<file path="src/tmrb_params.svh">
`ifndef TMRB_PARAMS_SVH
`define TMRB_PARAMS_SVH
// register offsets
`define TMRB_OFS_INT_TRIP_PROG 8'h13
`define TMRB_OFS_REM_TRIP_PROG 8'h14
`define TMRB_OFS_FACTORY_TEST 8'h15
`define TMRB_OFS_INT_TRIP_FIXED 8'h17
`define TMRB_OFS_REM_TRIP_FIXED 8'h18
`define TMRB_OFS_FAN_DRIVE 8'h19
`define TMRB_OFS_REM_TEMP 8'h26
`define TMRB_OFS_INT_TEMP 8'h27
`define TMRB_OFS_REM_UPPER 8'h37
`define TMRB_OFS_REM_LOWER 8'h38
`define TMRB_OFS_INT_UPPER 8'h39
`define TMRB_OFS_INT_LOWER 8'h3a
`define TMRB_OFS_CONFIG 8'h40
// reset and fixed values, degrees c
`define TMRB_RST_INT_TRIP 8'h7f
`define TMRB_RST_REM_TRIP 8'h64
`define TMRB_FIX_INT_TRIP 8'h46
`define TMRB_FIX_REM_TRIP 8'h64
`define TMRB_RST_FAN 8'h00
`define TMRB_RST_INT_UPPER 8'h7f
`define TMRB_RST_LIMIT 8'h00
`define TMRB_RST_CONFIG 8'h21
`define TMRB_RST_ZERO 8'h00
// configuration bit positions
`define TMRB_CFG_START 0
`define TMRB_CFG_INT_EN 1
`define TMRB_CFG_RSVD 2
`define TMRB_CFG_LOCK 3
`define TMRB_CFG_FAN_FLOAT 5
`define TMRB_CFG_SOFT_RST 4
`define TMRB_CFG_INPUT_INV 6
`define TMRB_CFG_SPARE_HI 7
`endif

</file>
<file path="src/tmrb_pkg.sv">
package tmrb_pkg;
  // one host register access
  typedef struct packed {
    logic wr;
    logic rd;
    logic [7:0] addr;
    logic [7:0] wdata;
  } tmrb_req_t;
  // measured temperatures from the conversion engine
  typedef struct packed {
    logic [7:0] remote;
    logic [7:0] internal;
  } tmrb_meas_t;
  // effective trip points toward the fan logic
  typedef struct packed {
    logic [7:0] internal;
    logic [7:0] remote;
    logic fixed_active;
  } tmrb_trip_t;
  // access phases
  typedef enum logic [1:0] {TMRB_IDLE, TMRB_ANSWER} tmrb_state_t;
endpackage

</file>
<file path="src/tmrb_sync.sv">
`timescale 1ns/1ps
// two-stage synchroniser for a measurement word from the converter
module tmrb_sync #(
  parameter int WIDTH = 8
) (
  // clock and control
  input wire logic ref_clk,
  input wire logic rst,
  input wire logic clk_en,
  // data
  input wire logic [WIDTH-1:0] d,
  output logic [WIDTH-1:0] q
);
  logic [WIDTH-1:0] meta_r; // first stage, read only by the second
  logic [WIDTH-1:0] q_r;
  if (WIDTH < 1) begin : g_bad_width
    $error("tmrb_sync width must be positive");
  end
  // two flops, no logic between
  always_ff @(posedge ref_clk) begin
    if (rst) begin
      meta_r <= '0;
      q_r <= '0;
    end else if (clk_en) begin
      meta_r <= d;
      q_r <= meta_r;
    end
  end
  assign q = q_r;
endmodule

</file>
<file path="src/tmrb_bank.sv">
`timescale 1ns/1ps
`include "tmrb_params.svh"
// Notes on behaviour
// - internal programmable trip 0x13, resets 127
// - remote programmable trip 0x14, resets 100
// - programmable trips writable only while lock clear
// - fixed internal trip 70, inert when locked
// - fixed remote trip 100, inert when locked
// - fan drive level read/write, resets zero
// - temperature readings read-only, writes ignored
// - remote upper and lower limits read/write
// - internal limits read/write, upper resets 127
// - configuration resets to 0x21
// - bit 0 runs, clear means standby
// - start bit active begins monitoring; resets one
// - bit 1 gates interrupt output, resets zero
// - bit 2 reserved, reads zero
// - lock holds until reset asserted
module tmrb_bank #(
  // width of one measured temperature
  parameter int MEAS_W = 8
) (
  // clock and reset
  input wire logic ref_clk,
  input wire logic rst,
  input wire logic clk_en,
  // host register access
  input wire tmrb_pkg::tmrb_req_t req,
  output logic [7:0] rdata,
  output logic rvalid,
  // measurements, from the converter domain
  input wire tmrb_pkg::tmrb_meas_t meas_async,
  // control out
  output logic monitor_run,
  output logic int_out_enable,
  output logic fan_float,
  output logic [7:0] fan_speed_drive,
  output tmrb_pkg::tmrb_trip_t trip
);
  // stored registers
  logic [7:0] int_trip_r, int_trip_nxt;
  logic [7:0] rem_trip_r, rem_trip_nxt;
  logic [7:0] fan_r, fan_nxt;
  logic [7:0] rem_up_r, rem_up_nxt;
  logic [7:0] rem_lo_r, rem_lo_nxt;
  logic [7:0] int_up_r, int_up_nxt;
  logic [7:0] int_lo_r, int_lo_nxt;
  logic [7:0] cfg_r, cfg_nxt;
  // read answer and outputs
  logic [7:0] rdata_r, rdata_nxt;
  logic rvalid_r;
  logic run_r, inten_r, float_r;
  tmrb_pkg::tmrb_trip_t trip_r, trip_nxt;
  tmrb_pkg::tmrb_state_t state_r, state_nxt;
  // settled measurements, one word per channel
  logic [MEAS_W-1:0] rem_temp, int_temp;
  localparam int N_CH = 2; // channel 1 remote, channel 0 internal
  logic [N_CH*MEAS_W-1:0] meas_flat;
  assign meas_flat = meas_async;

  // the read path and the package carry byte-wide readings only
  if (MEAS_W != $bits(rdata) || N_CH * MEAS_W != $bits(tmrb_pkg::tmrb_meas_t)) begin : g_bad_width
    $error("tmrb_bank: measurement width does not match the read path");
  end

  // per channel two flops, then a word is taken only once two samples agree:
  // converter bits may flip at slightly different instants, and a bare
  // synchroniser could hand over a mix of old and new bits
  for (genvar g = 0; g < N_CH; g++) begin : g_meas
    logic [MEAS_W-1:0] sync_q; // after the second flop
    logic [MEAS_W-1:0] prev_r; // previous synchronised word
    logic [MEAS_W-1:0] hold_r; // last word seen steady
    wire steady = (sync_q == prev_r); // two samples agree
    tmrb_sync #(.WIDTH(MEAS_W)) u_sync (
      .ref_clk(ref_clk),
      .rst(rst),
      .clk_en(clk_en),
      .d(meas_flat[g*MEAS_W +: MEAS_W]),
      .q(sync_q)
    );
    // settle filter; costs two cycles of latency, buys a coherent word
    always_ff @(posedge ref_clk) begin
      if (rst) begin
        prev_r <= '0;
        hold_r <= '0;
      end else if (clk_en) begin
        prev_r <= sync_q;
        hold_r <= steady ? sync_q : hold_r;
      end
    end
  end
  assign rem_temp = g_meas[1].hold_r;
  assign int_temp = g_meas[0].hold_r;

  // write decode used for every register
  function automatic logic hit(input logic [7:0] a, input logic [7:0] ofs);
    hit = (a == ofs);
  endfunction

  // a write and a read in one cycle are both taken; the read sees the old value
  // write strobes; only listed writable offsets produce one
  wire wr = req.wr;
  wire locked = cfg_r[`TMRB_CFG_LOCK];
  wire wr_int_trip = wr && hit(req.addr, `TMRB_OFS_INT_TRIP_PROG) && !locked;
  wire wr_rem_trip = wr && hit(req.addr, `TMRB_OFS_REM_TRIP_PROG) && !locked;
  wire wr_fan = wr && hit(req.addr, `TMRB_OFS_FAN_DRIVE);
  wire wr_rem_up = wr && hit(req.addr, `TMRB_OFS_REM_UPPER);
  wire wr_rem_lo = wr && hit(req.addr, `TMRB_OFS_REM_LOWER);
  wire wr_int_up = wr && hit(req.addr, `TMRB_OFS_INT_UPPER);
  wire wr_int_lo = wr && hit(req.addr, `TMRB_OFS_INT_LOWER);
  wire wr_cfg = wr && hit(req.addr, `TMRB_OFS_CONFIG);
  // factory test slot deliberately has no strobe: a stray write is harmless

  // next values of the plain registers
  assign int_trip_nxt = wr_int_trip ? req.wdata : int_trip_r;
  assign rem_trip_nxt = wr_rem_trip ? req.wdata : rem_trip_r;
  assign fan_nxt = wr_fan ? req.wdata : fan_r;
  assign rem_up_nxt = wr_rem_up ? req.wdata : rem_up_r;
  assign rem_lo_nxt = wr_rem_lo ? req.wdata : rem_lo_r;
  assign int_up_nxt = wr_int_up ? req.wdata : int_up_r;
  assign int_lo_nxt = wr_int_lo ? req.wdata : int_lo_r;

  // configuration next value: reserved forced low, lock is sticky
  logic [7:0] cfg_wr_val;
  always_comb begin
    cfg_wr_val = req.wdata;
    cfg_wr_val[`TMRB_CFG_RSVD] = 1'b0;
    cfg_wr_val[`TMRB_CFG_LOCK] = locked | req.wdata[`TMRB_CFG_LOCK];
    // soft reset and the two top bits are out of scope here, kept at zero
    cfg_wr_val[`TMRB_CFG_SOFT_RST] = 1'b0;
    cfg_wr_val[`TMRB_CFG_INPUT_INV] = 1'b0;
    cfg_wr_val[`TMRB_CFG_SPARE_HI] = 1'b0;
  end
  assign cfg_nxt = wr_cfg ? cfg_wr_val : cfg_r;

  // read mux; unlisted and test offsets read zero
  always_comb begin
    case (req.addr)
      `TMRB_OFS_INT_TRIP_PROG: rdata_nxt = int_trip_r;
      `TMRB_OFS_REM_TRIP_PROG: rdata_nxt = rem_trip_r;
      `TMRB_OFS_INT_TRIP_FIXED: rdata_nxt = `TMRB_FIX_INT_TRIP;
      `TMRB_OFS_REM_TRIP_FIXED: rdata_nxt = `TMRB_FIX_REM_TRIP;
      `TMRB_OFS_FAN_DRIVE: rdata_nxt = fan_r;
      `TMRB_OFS_REM_TEMP: rdata_nxt = rem_temp;
      `TMRB_OFS_INT_TEMP: rdata_nxt = int_temp;
      `TMRB_OFS_REM_UPPER: rdata_nxt = rem_up_r;
      `TMRB_OFS_REM_LOWER: rdata_nxt = rem_lo_r;
      `TMRB_OFS_INT_UPPER: rdata_nxt = int_up_r;
      `TMRB_OFS_INT_LOWER: rdata_nxt = int_lo_r;
      `TMRB_OFS_CONFIG: rdata_nxt = cfg_r;
      default: rdata_nxt = `TMRB_RST_ZERO;
    endcase
  end

  // the answer strobe is built from this phase, so both always agree
  // access phase machine: a read answers one cycle later
  always_comb begin
    case (state_r)
      tmrb_pkg::TMRB_IDLE: state_nxt = req.rd ? tmrb_pkg::TMRB_ANSWER : tmrb_pkg::TMRB_IDLE;
      tmrb_pkg::TMRB_ANSWER: state_nxt = req.rd ? tmrb_pkg::TMRB_ANSWER : tmrb_pkg::TMRB_IDLE;
      default: state_nxt = tmrb_pkg::TMRB_IDLE;
    endcase
  end

  // built from cfg_r, so a new lock reaches trip one cycle after the config byte
  // effective trip points; fixed ones drop out once locked
  always_comb begin
    trip_nxt.internal = int_trip_r;
    trip_nxt.remote = rem_trip_r;
    trip_nxt.fixed_active = !locked;
    if (!locked) begin
      // before lock the fixed point bounds the programmable one
      if (`TMRB_FIX_INT_TRIP < int_trip_r) trip_nxt.internal = `TMRB_FIX_INT_TRIP;
      if (`TMRB_FIX_REM_TRIP < rem_trip_r) trip_nxt.remote = `TMRB_FIX_REM_TRIP;
    end
  end

  // everything freezes while clk_en is low, the reset branch excepted
  // register storage; reset values from the header
  always_ff @(posedge ref_clk) begin
    if (rst) begin
      int_trip_r <= `TMRB_RST_INT_TRIP;
      rem_trip_r <= `TMRB_RST_REM_TRIP;
      fan_r <= `TMRB_RST_FAN;
      rem_up_r <= `TMRB_RST_LIMIT;
      rem_lo_r <= `TMRB_RST_LIMIT;
      int_up_r <= `TMRB_RST_INT_UPPER;
      int_lo_r <= `TMRB_RST_LIMIT;
      cfg_r <= `TMRB_RST_CONFIG;
    end else if (clk_en) begin
      int_trip_r <= int_trip_nxt;
      rem_trip_r <= rem_trip_nxt;
      fan_r <= fan_nxt;
      rem_up_r <= rem_up_nxt;
      rem_lo_r <= rem_lo_nxt;
      int_up_r <= int_up_nxt;
      int_lo_r <= int_lo_nxt;
      cfg_r <= cfg_nxt;
    end
  end

  // answer and control outputs, all registered
  always_ff @(posedge ref_clk) begin
    if (rst) begin
      state_r <= tmrb_pkg::TMRB_IDLE;
      rdata_r <= `TMRB_RST_ZERO;
      rvalid_r <= 1'b0;
      run_r <= 1'b1;
      inten_r <= 1'b0;
      float_r <= 1'b1;
      trip_r <= '0;
    end else if (clk_en) begin
      state_r <= state_nxt;
      rdata_r <= req.rd ? rdata_nxt : rdata_r;
      rvalid_r <= (state_nxt == tmrb_pkg::TMRB_ANSWER); // one answer per taken read
      run_r <= cfg_nxt[`TMRB_CFG_START];
      inten_r <= cfg_nxt[`TMRB_CFG_INT_EN];
      float_r <= cfg_nxt[`TMRB_CFG_FAN_FLOAT];
      trip_r <= trip_nxt;
    end
  end

  assign rdata = rdata_r;
  assign rvalid = rvalid_r;
  assign monitor_run = run_r;
  assign int_out_enable = inten_r;
  assign fan_float = float_r;
  assign fan_speed_drive = fan_r;
  assign trip = trip_r;

  // assertions; those that look one edge back skip the first edge after reset,
  // because the reset edge itself moves the registers they compare
  // a reset held for a single edge must not trip them
  a_lock_blocks_trip: assert property (@(posedge ref_clk) disable iff (rst)
    clk_en && $past(clk_en) && !$past(rst) && $past(locked) |-> $stable(int_trip_r) && $stable(rem_trip_r))
    else $error("programmable trip changed while locked");
  a_lock_sticky: assert property (@(posedge ref_clk) disable iff (rst)
    !$past(rst) && $past(locked) |-> locked)
    else $error("lock bit cleared without reset");
  a_rsvd_zero: assert property (@(posedge ref_clk) disable iff (rst)
    cfg_r[`TMRB_CFG_RSVD] == 1'b0)
    else $error("reserved config bit set");
  a_run_follows_start: assert property (@(posedge ref_clk) disable iff (rst)
    clk_en |=> monitor_run == cfg_r[`TMRB_CFG_START])
    else $error("run output disagrees with start bit");
  a_inten_follows: assert property (@(posedge ref_clk) disable iff (rst)
    clk_en |=> int_out_enable == cfg_r[`TMRB_CFG_INT_EN])
    else $error("interrupt enable disagrees with config");
  a_fixed_int_read: assert property (@(posedge ref_clk) disable iff (rst)
    clk_en && req.rd && req.addr == `TMRB_OFS_INT_TRIP_FIXED |=> rvalid && rdata == `TMRB_FIX_INT_TRIP)
    else $error("fixed internal trip read wrong");
  a_fixed_rem_read: assert property (@(posedge ref_clk) disable iff (rst)
    clk_en && req.rd && req.addr == `TMRB_OFS_REM_TRIP_FIXED |=> rdata == `TMRB_FIX_REM_TRIP)
    else $error("fixed remote trip read wrong");
  a_fixed_gone_locked: assert property (@(posedge ref_clk) disable iff (rst)
    clk_en && locked |=> !trip.fixed_active && trip.internal == $past(int_trip_r))
    else $error("fixed trip still acts after lock");
  a_fan_write: assert property (@(posedge ref_clk) disable iff (rst)
    clk_en && wr_fan |=> fan_speed_drive == $past(req.wdata))
    else $error("fan drive write lost");
  a_ro_write_none: assert property (@(posedge ref_clk) disable iff (rst)
    clk_en && wr && (req.addr == `TMRB_OFS_REM_TEMP || req.addr == `TMRB_OFS_FACTORY_TEST)
    |=> $stable(cfg_r) && $stable(fan_r) && $stable(int_up_r))
    else $error("read-only write changed state");
  // registers hold their reset values at the first edge after reset
  a_reset_values: assert property (@(posedge ref_clk) disable iff (rst)
    $past(rst) |-> int_trip_r == `TMRB_RST_INT_TRIP && rem_trip_r == `TMRB_RST_REM_TRIP
      && fan_r == `TMRB_RST_FAN && int_up_r == `TMRB_RST_INT_UPPER && cfg_r == `TMRB_RST_CONFIG)
    else $error("register not at its reset value");
  // one answer strobe per taken read, none after a write
  a_rvalid_once: assert property (@(posedge ref_clk) disable iff (rst)
    clk_en |=> rvalid == $past(req.rd))
    else $error("read answer strobe wrong");
  // read data stands until the next taken read
  a_rdata_holds: assert property (@(posedge ref_clk) disable iff (rst)
    !(clk_en && req.rd) |=> $stable(rdata))
    else $error("read data moved without a read");
  // fan float output follows its configuration bit
  a_float_follows: assert property (@(posedge ref_clk) disable iff (rst)
    clk_en |=> fan_float == cfg_r[`TMRB_CFG_FAN_FLOAT])
    else $error("fan float disagrees with config");
  // programmable trips take a write while unlocked
  a_int_trip_write: assert property (@(posedge ref_clk) disable iff (rst)
    clk_en && wr && req.addr == `TMRB_OFS_INT_TRIP_PROG && !locked |=> int_trip_r == $past(req.wdata))
    else $error("internal trip write lost");
  a_rem_trip_write: assert property (@(posedge ref_clk) disable iff (rst)
    clk_en && wr && req.addr == `TMRB_OFS_REM_TRIP_PROG && !locked |=> rem_trip_r == $past(req.wdata))
    else $error("remote trip write lost");
  // limit registers take every write
  a_rem_up_write: assert property (@(posedge ref_clk) disable iff (rst)
    clk_en && wr && req.addr == `TMRB_OFS_REM_UPPER |=> rem_up_r == $past(req.wdata))
    else $error("remote upper limit write lost");
  a_rem_lo_write: assert property (@(posedge ref_clk) disable iff (rst)
    clk_en && wr && req.addr == `TMRB_OFS_REM_LOWER |=> rem_lo_r == $past(req.wdata))
    else $error("remote lower limit write lost");
  a_int_up_write: assert property (@(posedge ref_clk) disable iff (rst)
    clk_en && wr && req.addr == `TMRB_OFS_INT_UPPER |=> int_up_r == $past(req.wdata))
    else $error("internal upper limit write lost");
  a_int_lo_write: assert property (@(posedge ref_clk) disable iff (rst)
    clk_en && wr && req.addr == `TMRB_OFS_INT_LOWER |=> int_lo_r == $past(req.wdata))
    else $error("internal lower limit write lost");
  // readings show the settled measurement
  a_rem_temp_read: assert property (@(posedge ref_clk) disable iff (rst)
    clk_en && req.rd && req.addr == `TMRB_OFS_REM_TEMP |=> rdata == $past(rem_temp))
    else $error("remote reading read wrong");
  a_int_temp_read: assert property (@(posedge ref_clk) disable iff (rst)
    clk_en && req.rd && req.addr == `TMRB_OFS_INT_TEMP |=> rdata == $past(int_temp))
    else $error("internal reading read wrong");
  // fixed points bound the programmable ones until the lock
  a_trip_bounded: assert property (@(posedge ref_clk) disable iff (rst)
    clk_en && !locked |=> trip.fixed_active && trip.internal <= `TMRB_FIX_INT_TRIP
      && trip.remote <= `TMRB_FIX_REM_TRIP)
    else $error("fixed trip not in force before lock");
  a_rem_fixed_gone: assert property (@(posedge ref_clk) disable iff (rst)
    clk_en && locked |=> trip.remote == $past(rem_trip_r))
    else $error("fixed remote trip still acts after lock");
  // out-of-scope configuration bits stay zero
  a_cfg_spare_zero: assert property (@(posedge ref_clk) disable iff (rst)
    !cfg_r[`TMRB_CFG_SOFT_RST] && !cfg_r[`TMRB_CFG_INPUT_INV] && !cfg_r[`TMRB_CFG_SPARE_HI])
    else $error("out-of-scope config bit set");
  // writes to read-only places leave stored registers alone
  a_ro_write_trips: assert property (@(posedge ref_clk) disable iff (rst)
    clk_en && wr && (req.addr == `TMRB_OFS_INT_TEMP || req.addr == `TMRB_OFS_INT_TRIP_FIXED)
    |=> $stable(int_trip_r) && $stable(rem_trip_r) && $stable(rem_lo_r) && $stable(int_lo_r))
    else $error("read-only write changed a register");
  // a written lock bit takes hold at once
  a_lock_from_write: assert property (@(posedge ref_clk) disable iff (rst)
    clk_en && wr && req.addr == `TMRB_OFS_CONFIG && req.wdata[`TMRB_CFG_LOCK] |=> locked)
    else $error("written lock bit not taken");
  // main scenarios reached
  c_lock_set: cover property (@(posedge ref_clk) disable iff (rst) !locked ##1 locked);
  c_standby: cover property (@(posedge ref_clk) disable iff (rst) monitor_run ##1 !monitor_run);
  c_read_temp: cover property (@(posedge ref_clk) disable iff (rst) req.rd && req.addr == `TMRB_OFS_INT_TEMP);
  c_refused_trip: cover property (@(posedge ref_clk) disable iff (rst)
    locked && req.wr && req.addr == `TMRB_OFS_INT_TRIP_PROG);
  c_fan_write: cover property (@(posedge ref_clk) disable iff (rst)
    req.wr && req.addr == `TMRB_OFS_FAN_DRIVE);
endmodule

</file>
<file path="config.mk">
export PLATFORM = sky130hd
export DESIGN_NAME = tmrb_bank
export DESIGN_NICKNAME = d
export VERILOG_FILES = /design/src/tmrb_pkg.sv /design/src/tmrb_sync.sv /design/src/tmrb_bank.sv
export VERILOG_INCLUDE_DIRS = /design/src
export SDC_FILE = /design/constraint.sdc
export NUM_CORES = 1
export LEC_CHECK = 0
export ABC_AREA = 0
export ABC_CLOCK_PERIOD_IN_PS = 1800
export BUFFER_PORTS_ARGS = -buffer_cell sky130_fd_sc_hd__buf_2
export CORE_UTILIZATION = 35
export CTS_CLUSTER_SIZE = 12
export DETAILED_ROUTE_END_ITERATION = 10
export RECOVER_POWER = 25
export SLEW_MARGIN = 40
export SYNTH_ARGS = -nofsm -noshare
export SYNTH_HDL_FRONTEND = slang
export SYNTH_HIERARCHICAL = 1
export SYNTH_SLANG_ARGS = --single-unit
</file>
<file path="constraint.sdc">
create_clock -name ref_clk -period 1.8 [get_ports ref_clk]
set_input_delay 0.09 -clock ref_clk [delete_from_list [all_inputs] [get_ports ref_clk]]
set_output_delay 0.09 -clock ref_clk [all_outputs]
set_load 0.02 [all_outputs]
</file>
# Word-level counts from Yosys, hierarchy flattened
# Cells that the tools add are included.
# W data, S select, Z words.
totals:
  ff_bits: 155
  output_inout_bits: 37
classes:
  order_cmp: 2
  eq_ne: 16
  muxes: 7
  bitwise_logic: 1
  reduce_logical: 24
op_table:
  columns: ["cell", "count"]
  rows:
  - ["$pmux W8 S12", 1]
  - ["$eq A8 B6 Y1 const B", 6]
  - ["$eq A8 B5 Y1 const B", 5]
  - ["$reduce_and A2 Y1", 11]
  - ["$eq A8 B8 Y1", 2]
  - ["$lt A7 B8 Y1 const A", 2]
  - ["$mux W16", 1]
  - ["$mux W8", 2]
  - ["$logic_and A1 B1 Y1", 10]
  - ["$eq A8 B7 Y1 const B", 1]
  - ["$mux W6", 1]
  - ["$eq A2 B1 Y1 const B", 2]
  - ["$logic_not A2 Y1", 1]
  - ["$mux W1", 2]
  - ["$reduce_or A2 Y1", 1]
  - ["$logic_not A1 Y1", 1]
  - ["$or A1 B1 Y1", 1]

# Depth between registers and ports, before layout
# Gate-level depths: netlist of run 1.
logic_depth:
  ltp_word: 4
  mapped_depth: 8
  ltp_nobuf: 5

# Modules after synthesis
# The synthesis of run 1 kept the hierarchy.
by_module_without_submodules:
  columns: ["module", "instances", "cells_per_inst", "area_each_um2", "seq_area_each_um2"]
  rows:
  - ["tmrb_bank", 1, 583, 5581.6, 2362.3]
  - ["tmrb_sync", 2, 52, 580.6, 320.3]

# Worst setup path before layout of run 1
# No wires, ideal clock.
synth_timing:
  path_kind: "input -> register"
  start: "input req[13] (netlist name)"
  end: "register rdata_r[3], in the netlist rdata[3]"
  setup_time_ns: 0.086
  t_arrival_ns: 1.481
  t_required_ns: 1.714
  slack_ns: 0.233
  stages: 6
  path_buffers: 1
  cell_sequence: "buf_6 > or4b_1 > a21oi_1 > o21ai_1 > a41o_4 > a221oi_2"
synth_via:
  elab_chain_cells: 2
  elab_cells_between_ends: 13
synth_rtl:
  columns: ["item", "line_no", "rtl"]
  rows:
  - ["start: declaration", "tmrb_bank.sv:28", "input wire tmrb_pkg::tmrb_req_t req,"]
  - ["$eq A8 B7 Y1, or another cell as far along", "tmrb_bank.sv:138", "case (req.addr)"]
  - ["$pmux W8 S12 *", "tmrb_bank.sv:138", null]
  - ["end signal: assignment", "tmrb_bank.sv:206", "rdata_r <= `TMRB_RST_ZERO;"]
  - ["end signal: assignment", "tmrb_bank.sv:214", "rdata_r <= req.rd ? rdata_nxt : rdata_r;"]
  - ["end: declaration", "tmrb_bank.sv:50", "logic [7:0] rdata_r, rdata_nxt;"]
# Mark *: on every way between the ends. The rest lies on a longest branch, timed or not.
# A chain may end at the register's enable or synchronous reset.

# Worst setup path after layout of run 1
layout_timing:
  start: "register rem_lo_r[4]"
  end: "register rdata_r[4], in the netlist rdata[4]"
layout_via:
  elab_chain_cells: 1
layout_rtl:
  columns: ["item", "line_no", "rtl"]
  rows:
  - ["start: declaration", "tmrb_bank.sv:45", "logic [7:0] rem_lo_r, rem_lo_nxt;"]
  - ["start signal: assignment", "tmrb_bank.sv:186", "rem_lo_r <= `TMRB_RST_LIMIT;"]
  - ["start signal: assignment", "tmrb_bank.sv:195", "rem_lo_r <= rem_lo_nxt;"]
  - ["$pmux W8 S12", "tmrb_bank.sv:138", null]
# Every way passes these cells.

==> results of run 1 <==
## placed cells by master (no fill, tap or decap), types with 4 or more instances in the layout
cell | synthesis | routed
a21oi_1 | 23 | 23
nand2_1 | 18 | 18
clkbuf_16 | 0 | 17
a211oi_1 | 10 | 10
a32o_1 | 7 | 7
buf_4 | 4 | 46
nand3_1 | 20 | 20
dlygate4sd3_1 | 0 | 16
nand2b_1 | 16 | 16
dfxtp_1 | 150 | 150
buf_12 | 2 | 5
xnor2_1 | 16 | 16
mux2i_1 | 117 | 117
nor3_1 | 5 | 5
a32oi_1 | 6 | 6
buf_2 | 10 | 71
o21ai_0 | 16 | 16
a31oi_1 | 4 | 4
nand4_1 | 5 | 5
clkbuf_1 | 26 | 9
nor2b_1 | 23 | 23
a211o_1 | 17 | 17
nor2_1 | 123 | 123
## metal layers
layer / part of all wire (%) / vias to the layer above / global-route usage [%] / routed length (um)
met5: 0 / - / 0 / 0
met4: 1.4 / 0 / 5.95 / 242
met3: 4.4 / 19 / 4.18 / 758
met2: 44 / 117 / 28.4 / 7580
met1: 51 / 2566 / 25.4 / 8820
li1: - / 2689 / - / -
## power by group through the flow
stage	Combinational [mW]	Sequential (mW)	Clock, mW
floorplan	0.392	3.50	0
global placement	0.605	3.50	0
detailed placement	0.606	3.50	0
CTS	0.634	3.42	3.68
global route	0.682	3.43	3.82
finish	0.630	3.42	3.61
## cell families (layout without fill, tap and decap cells)
family	Yosys count	in the layout	share of synthesized area, %
AO/OA/AOI/OAI	113	113	12.7
XOR/XNOR	16	16	2.08
buffers and inverters	53	180	4.29
multiplexers	118	118	17.5
AND/OR/NAND/NOR	237	237	18.8
flip-flops	150	150	44.5
## worst min-delay path by stage
stage,slack [ns],endpoint,from
global placement,0.32,g_meas[1].u_sync/meta_r[4],meas_async[12]
detailed placement,0.33,g_meas[1].u_sync/meta_r[4],meas_async[12]
CTS,0.01,int_up_r[7],req[7]
global route,0.04,rdata[4],req[16]
finish,0.03,int_up_r[7],req[7]
floorplan,0.21,rem_trip_r[2],req[2]
## critical path, cell delays in order (launching register included)
cell	delay [ns]
dfxtp_1	0.31
a222oi_1	0.39
a21oi_1	0.18
a2111oi_0	0.32
buf_4	0.18
a211oi_1	0.04
## sequential cells by signal, summed over array words and instances, names as in the netlist, 16 cells and up
signal	cells
trip	17
g_meas.hold_r	16
g_meas.prev_r	16
g_meas.u_sync/meta_r	16
g_meas.u_sync/q	16
## layout make-up
| class | instances | area [um2] |
|---|---|---|
| fill | 1836 | 10400 |
| multi-input combinational | 484 | 3450 |
| sequential | 150 | 3000 |
| timing repair buffer | 145 | 988 |
| clock buffer | 21 | 450 |
| tap | 234 | 293 |
| clock inverter | 11 | 149 |
| inverter | 3 | 11.3 |
## through the flow
step           utilization (%)  TNS [ns]
2_1_floorplan                -         0
3_3_place_gp              40.6         0
3_5_place_dp              40.6   -0.0112
4_1_cts                   44.6         0
5_1_grt                   44.5         0
6_report                  44.5         0
==> results.md, run 1 <==
* Status: complete, no violations
* Slew HR at 13.0%
* HP Class: in -> reg
* CP Launch Type: flop
* Final setup fails at 0
* EDFF count, synth at 0
* Final-report hold violation count at 0
* Static leakage at 3.25 nW
* Mean Syn Cell Area at 9.81 um2
* Predominant post-synthesis flop cell: dfxtp_1
* Fin crit period at around 1.6 ns
* Actual slew at the worst max-slew pin at 1.30 ns
* Crit Path Max Fanout at 2
* Syn. warnings at 6
* Post-CTS Hold Fix Bufs at 16
* Clock Root Buffer: clkbuf_16
* Skew-Pair Late Insertion Delay at 0.43 ns
* I/O Pins at 74
* Buffers on Ports at 73
* Total chip power at 7.67 mW
* Vias in the first global route at 5,127
* Sw frac at 23.4%
* Yosys top cell area share at 44.5%
* First-pass GRT wire length at about 28,000 um
* Mapped Area at 0.00674 mm2
* Commonest cells in the netlist: dfxtp_1, nor2_1, mux2i_1
* Hold WS at 0.0266 ns
* Int Pwr at 5.87 mW
* Final Cycle Share at 89.5%
* Arrival time at the worst endpoint at 1.86 ns
* Iteration-0 DRC Markers at 300
* FF-to-FF Start: rem_lo_r[4]
* F_max at 0.620 GHz
* Routed wire length per instance at 16.6 um
* Number of gates resized after cts at 0
* Power share of the clock group at ~47%
* Clk buf depth at 2
* Post-DP HPWL at around 13,000 um
* Full die area at 0.0198 mm2
* Clock tree sinks at 150
* Antenna violations before repair at 0
* Post-synthesis cell type count at 64
* Worst setup margin at 0.188 ns
* Syn nets at 724
* Final nets at 838
* Top-count cell post-synth: dfxtp_1
* Final Non-Filler Cells at 1,048
* Clock slew at reported path FFs at 0.06 ns
* CTS tree: done
* Placement row count at 50
* Die height at 141 um
* TritonCTS buffer count at 17
* Grt ovf at 0
* Placed cell areas at 0.00761 mm2
* Worst vdd ir at between 0.6 and 0.7 mV
* Reg2Reg Setup Slack at 0.19 ns
* Initial Util at 35.9%
* Vias at 5,391
* Die Wd at 141 um
* Layout cell share with drive strength beyond 1 at 21.4%
* #FFs+latches synth at 150
* CP Launch Point: rem_lo_r[4]
* Comb pwr share at under 10%
* CP Data Required Time at around 2.1 ns
* Seq/Total Area, Yosys at 44.5%
* Reg power frac at 44.7%
* # DRC at 0
* Antenna diode count at 0
* Placed Cells at ~1,000
* Drt pass-1 iters at 5
* Area growth, synth to finish at 23.8%
* Critical Path End Type: flop
* Post-CTS setup buffer count at 0
* Final slew viol count at 0
* Post-Synthesis Cells at 687
* P_sw at 1.80 mW
* Maxcap violations at 0
* CP endpoint: rdata[4]
* DP Worst Slack at -0.00566 ns
* H-Tree Level Count at 4
* RSZ-0062 raised after global routing: false
* GRT Total Usage at between 10% and 20%
* Finished Cell Area at 0.00835 mm2
* Reg-to-Reg End: rdata[4]
* Gpl congestion at 0.890
* Final ANT Viol Nets at 0
* R2R cell count at 5
* Synth area leaders: dfxtp_1, mux2i_1, nor2_1
* Yosys top cell by area: dfxtp_1
* Vias per cell at 5.14
* Clock skew at approximately 0.006 ns
* Critical setup path kind: reg -> reg
* WHS Path Cells at 3
* WL final at 17,400 um
* Core area at 0.0188 mm2
* FFs w/ async S/R, synth at 0%
* Power Dens Cells at approximately 920 mW/mm2
* Largest net degree at the start of global routing at 58
(Power assumes the default switching activity.)
==> run 2: changes to the inputs <==
--- a/config.mk
+++ b/config.mk
@@ -9,7 +9,7 @@
 export ABC_AREA = 0
 export ABC_CLOCK_PERIOD_IN_PS = 1800
 export BUFFER_PORTS_ARGS = -buffer_cell sky130_fd_sc_hd__buf_2
-export CORE_UTILIZATION = 35
+export CORE_UTILIZATION = 40
 export CTS_CLUSTER_SIZE = 12
 export DETAILED_ROUTE_END_ITERATION = 10
 export RECOVER_POWER = 25
==> results.md, run 2 (synthesis gave the netlist of run 1 again) <==
* Core area at 0.0165 mm2 (-12%)
* Clk buf depth at 2 (unchanged)
* Maxcap violations at 0 (unchanged)
* Full die area at 0.0174 mm2 (-12%)
* Drt pass-1 iters at 7 (+2)
* Initial Util at 40.8% (+4.9 points)
* Final Non-Filler Cells at 1,025 (-2.2%)
* CP Data Required Time at 2.11 ns (+0.06 ns)
* F_max at 0.619 GHz (-0.29%)
* Most common cell after layout, fill and taps aside: dfxtp_1
* Grt ovf at 0 (unchanged)
* Area growth, synth to finish at 23.1%
* GRT Total Usage at 21.8% (+3.4 points)
* Final setup fails at 0 (unchanged)
* Largest net degree at the start of global routing at 44 (-24%)
* Iteration-0 DRC Markers at 296 (-1.3%)
* Static leakage at 3.24 nW (-0.40%)
* Final-report hold violation count at 0 (unchanged)
* Placement row count at 47 (-6.0%)
* Status: complete, no violations
* Buffers on Ports at 73 (unchanged)
* Final ANT Viol Nets at 0 (unchanged)
* First-pass GRT wire length at 29,200 um (+3.4%)
* Worst vdd ir at 0.666 mV (+3.8%)
* Commonest cells after routing, fill and taps aside: dfxtp_1, nor2_1, mux2i_1, buf_2, buf_4
* Vias in the first global route at 5,291 (+3.2%)
* Antenna violations before repair at 0 (unchanged)
* Skew-Pair Late Insertion Delay at 0.43 ns (about the same)
* Clock slew at reported path FFs at 0.07 ns (about the same)
* Actual slew at the worst max-slew pin at 1.07 ns (-0.237 ns)
* Clock tree sinks at 150 (unchanged)
* Vias per cell at 5.29 (+2.9%)
* R2R cell count at 5 (unchanged)
* Slowest cell on crit path: nor3_4
* Layout cell share with drive strength beyond 1 at 21.6% (+0.24 points)
* Final Cycle Share at 89.8% (+0.26 points)
* Gpl congestion at 0.961 (+8.0%)
* Placed Cells at 977 (-2.3%)
* HP Class: in -> reg
* Final nets at 829 (-1.1%)
* Vias at 5,426 (+0.65%)
* Critical setup path kind: reg -> reg
* Post-DP HPWL at 13,500 um (+7.9%)
* CTS tree: done
* Arrival time at the worst endpoint at 1.92 ns (+0.06 ns)
* H-Tree Level Count at 4 (unchanged)
* Routed wire length per instance at 17.9 um (+7.7%)
* Post-Route Setup TNS at 0 ns (unchanged)
* Die height at 132 um (-6.4%)
* Fillcell total at 1,513 (-18%)
* Final slew viol count at 0 (unchanged)
* Fin crit period at 1.62 ns (+0.00465 ns)
* Crit-path max cell delay at 0.49 ns (+0.10 ns)
* WHS Path Cells at 3 (unchanged)
* CP Launch Type: flop
* I/O Pins at 74 (unchanged)
* # DRC at 0 (unchanged)
* TritonCTS buffer count at 17 (unchanged)
* Die Wd at 132 um (-6.4%)
* Clock Root Buffer: clkbuf_16
* Slew HR at 28.8% (+16 points)
* WL final at 18,300 um (+5.3%)
* Largest Register: trip
* Clock skew at 0.00945 ns (+0.00333 ns)
* Crit Path Max Fanout at 8 (+6)
* Critical path cell sequence: xnor2_1 > nand3_1 > nor3_4 > mux2i_1 > nor2_1
* Number of gates resized after cts at 0 (unchanged)
* Max FFs per register at 17 (unchanged)
* Reg2Reg Setup Slack at 0.18 ns (about the same)
* Antenna diode count at 0 (unchanged)
* Power Dens Cells at 912 mW/mm2 (-0.67%)
* RSZ-0062 raised after global routing: false
* Critical Path End Type: flop
run 2: area by class of cell:
cell class / instances / area (um2) / area share [%]
clock inverter: 13 / 140 / 1.69
sequential: 150 / 3000 / 36.2
clock buffer: 19 / 453 / 5.46
timing repair buffer: 136 / 966 / 11.6
inverter: 3 / 11.3 / 0.136
tap: 220 / 275 / 3.32
multi-input combinational: 484 / 3450 / 41.6
run 2: metrics by stage:
step           total power [mW]  instance area, um2  util, %  hold WS (ns)  setup WS [ns]
3_3_place_gp               4.08                7550     45.7         0.323         0.0357
2_1_floorplan              3.89                6740        -         0.208          0.233
5_1_grt                    7.85                8300     50.2        0.0188         0.0107
3_5_place_dp               4.09                7550     45.7         0.332        0.00911
6_report                   7.57                8300     50.2        0.0274          0.184
4_1_cts                    7.64                8300     50.3       0.00743          0.163
run 2: where the power goes:
part / leakage (nW) / internal, mW / switching [mW]
combinational: 1.74 / 0.264 / 0.357
sequential: 1.22 / 3.38 / 0.0436
clock: 0.284 / 2.02 / 1.51
run 2: path summary, 6_finish.rpt:
kind,endpoint,from
hold reg to reg,trip[4],trip[4]
setup reg to reg,g_meas[0].hold_r[5],g_meas[0].u_sync/q[3]
setup / recovery,g_meas[0].hold_r[5],g_meas[0].u_sync/q[3]
hold / removal,int_up_r[7],req[7]
run 2: timing repair:
| action | CTS | global route |
|---|---|---|
| setup endpoints to repair | 0 | 0 |
| hold endpoints to repair | 16 | 0 |
| hold buffers | 16 | 0 |
| setup buffers | 0 | 0 |
run 2: metal layers:
layer	routed length [um]	up-vias	track usage, %
met5	0	-	0
met4	462	0	9.17
met3	1000	31	5.46
met2	8680	157	35.7
met1	8180	2574	27.2
li1	-	2664	-
run 2: worst max-delay path: cells and delay by family (launching register included):
family	cells	cell delay (ns)
AND/OR/NAND/NOR	3	0.69
flip-flops	1	0.41
XOR/XNOR	1	0.14
multiplexers	1	0.26
==> run 3: changes to the inputs <==
--- a/config.mk
+++ b/config.mk
@@ -8,10 +8,10 @@
 export LEC_CHECK = 0
 export ABC_AREA = 0
 export ABC_CLOCK_PERIOD_IN_PS = 1800
-export BUFFER_PORTS_ARGS = -buffer_cell sky130_fd_sc_hd__buf_2
 export CORE_UTILIZATION = 40
 export CTS_CLUSTER_SIZE = 12
 export DETAILED_ROUTE_END_ITERATION = 10
+export DONT_BUFFER_PORTS = 1
 export RECOVER_POWER = 25
 export SLEW_MARGIN = 40
 export SYNTH_ARGS = -nofsm -noshare
==> results.md, run 3 (synthesis gave the netlist of run 1 again) <==
* Status: complete, no violations
* Largest Register: trip
* Actual slew at the worst max-slew pin at 0.604 ns (-0.464 ns)
* Initial Util at 40.8% (unchanged)
* Critical Path End Type: flop
* Crit Path Max Fanout at 6 (-2)
* Worst setup margin at 0.0867 ns (-0.0970 ns)
* Final Cycle Share at 95.2% (+5.4 points)
* Vias at 5,411 (-0.28%)
* Final slew viol count at 0 (unchanged)
* Routed wire length per instance at 19.1 um (+6.8%)
* Post-Route Setup TNS at 0 ns (unchanged)
* Iteration-0 DRC Markers at 303 (+2.4%)
* First-pass GRT wire length at 30,100 um (+3.2%)
* Static leakage at 3.20 nW (-1.1%)
* Layout cell share with drive strength beyond 1 at 9.70% (-12 points)
* FF/Latch Area at 0.00300 mm2 (unchanged)
* Reg-to-Reg End: trip[15]
* Slew HR at 59.4% (+31 points)
* Gpl congestion at 0.863 (-10%)
* Drt pass-1 iters at 4 (-3)
* Largest net degree at the start of global routing at 86 (+95%)
* WHS Path Cells at 3 (unchanged)
* Grt ovf at 0 (unchanged)
* Clock skew at 0.00590 ns (-0.00355 ns)
* Reg2Reg Setup Slack at 0.15 ns (-0.03 ns)
* Worst vdd ir at 0.719 mV (+7.9%)
* Area growth, synth to finish at 24.0%
* CTS tree: done
* Hold Path Sink: cfg_r[5]
* R2R cell count at 4 (-1)
* Final setup fails at 0 (unchanged)
* Arrival time at the worst endpoint at 2.02 ns (+0.10 ns)
* Fillcell total at 1,515 (+0.13%)
* GRT Total Usage at 22.6% (+0.82 points)
* I/O Pins at 74 (unchanged)
* FF-to-FF Start: cfg_r[3]
* Placement row count at 47 (unchanged)
* Antenna violations before repair at 0 (unchanged)
* RSZ-0062 raised after global routing: false
* Maxcap violations at 0 (unchanged)
* CP Launch Type: input pin
* Hold Crit Start: clk_en
* # DRC at 0 (unchanged)
* Final nets at 797 (-3.9%)
* Full die area at 0.0174 mm2 (unchanged)
* Most common cell after layout, fill and taps aside: dfxtp_1
* Die height at 132 um (unchanged)
* Clock slew at reported path FFs at 0.06 ns (about the same)
* Multi-input logic area at 0.00346 mm2 (+0.22%)
* WL final at 19,000 um (+3.4%)
* HP Class: in -> reg
* Die Wd at 132 um (unchanged)
* CP Data Required Time at 2.11 ns (about the same)
* Antenna diode count at 0 (unchanged)
* Fin crit period at 1.71 ns (+0.0970 ns)
* Vias in the first global route at 5,355 (+1.2%)
* F_max at 0.584 GHz (-5.7%)
* Post-DP HPWL at 12,000 um (-11%)
* Commonest cells after routing, fill and taps aside: dfxtp_1, nor2_1, mux2i_1, dlygate4sd3_1
* H-Tree Level Count at 4 (unchanged)
* Vias per cell at 5.45 (+2.9%)
* DP Worst Slack at 0.0877 ns (+0.0786 ns)
* Clk buf depth at 2 (unchanged)
* Power Dens Cells at 900 mW/mm2 (-1.4%)
* Critical setup path kind: in -> reg
* Clock Root Buffer: clkbuf_16
* Core area at 0.0165 mm2 (unchanged)
* Final-report hold violation count at 0 (unchanged)
* Clock tree sinks at 150 (unchanged)
* Skew-Pair Late Insertion Delay at 0.42 ns (about the same)
* Final ANT Viol Nets at 0 (unchanged)
* TritonCTS buffer count at 17 (unchanged)
* Max FFs per register at 17 (unchanged)
* Buffers on Ports at 0 (-100%)
==> run 3: repair_timing <==
item,4_1_cts,5_1_grt
setup endpoints to repair,0,1
setup buffers,0,1
resized for setup,0,1
endpoints found under the hold margin,150,0
hold buffers,81,0
==> run 3: cell type report <==
| type | instances | share of cell area [%] |
|---|---|---|
| repair buffers | 104 | 12.1 |
| inverters | 3 | 0.135 |
| flip-flops and latches | 150 | 35.9 |
| clock buffers | 19 | 5.30 |
| well taps | 220 | 3.29 |
| multi-input cells | 484 | 41.4 |
| clock inverters | 13 | 1.86 |
==> run 3: critical path: stages <==
cell	delay (ns)
or4b_4	0.54
nor4b_4	0.36
nand3_1	0.24
mux2i_1	0.21
nor2_1	0.05
dlygate4sd3_1	0.54
==> run 3: layer usage <==
| layer | GRT usage, % | share of wire (%) | up-vias | routed length (um) |
|---|---|---|---|---|
| li1 | - | - | 2590 | - |
| met1 | 27.6 | 44 | 2630 | 8320 |
| met2 | 36.2 | 47 | 153 | 8820 |
| met3 | 7.46 | 6.7 | 38 | 1270 |
| met4 | 10.1 | 2.9 | 0 | 553 |
| met5 | 0 | 0 | - | 0 |
==> run 3: worst max-delay path by stage <==
stage | from | endpoint | slack [ns] | depth (start not counted)
2_1_floorplan | req[13] | rdata[3] | 0.23 | 6
3_3_place_gp | req[12] | rdata[1] | 0.15 | 6
3_5_place_dp | req[12] | rdata[1] | 0.09 | 6
4_1_cts | req[12] | cfg_r[1] | 0.13 | 6
5_1_grt | req[14] | int_lo_r[2] | 0.04 | 7
6_report | req[12] | cfg_r[1] | 0.09 | 6
==> run 3: metrics by stage <==
| stage | cell area, um2 | cells | power (mW) | util, % | hold slack [ns] |
|---|---|---|---|---|---|
| 4_1_cts | 8350 | 992 | 7.57 | 50.6 | 0.00512 |
| 2_1_floorplan | 6740 | 687 | 3.89 | - | 0.208 |
| 5_1_grt | 8360 | 993 | 7.77 | 50.6 | 0.0128 |
| 3_5_place_dp | 6920 | 879 | 3.82 | 41.9 | 0.179 |
| 3_3_place_gp | 6920 | 879 | 3.81 | 41.9 | 0.181 |
| 6_report | 8360 | 993 | 7.52 | 50.6 | 0.0250 |
==> run 3: power by group <==
part	total [mW]	internal, mW	switching, mW
Combinational	0.457	0.239	0.218
Sequential	3.44	3.38	0.0633
Clock	3.62	2.21	1.41
Total	7.52	5.83	1.69
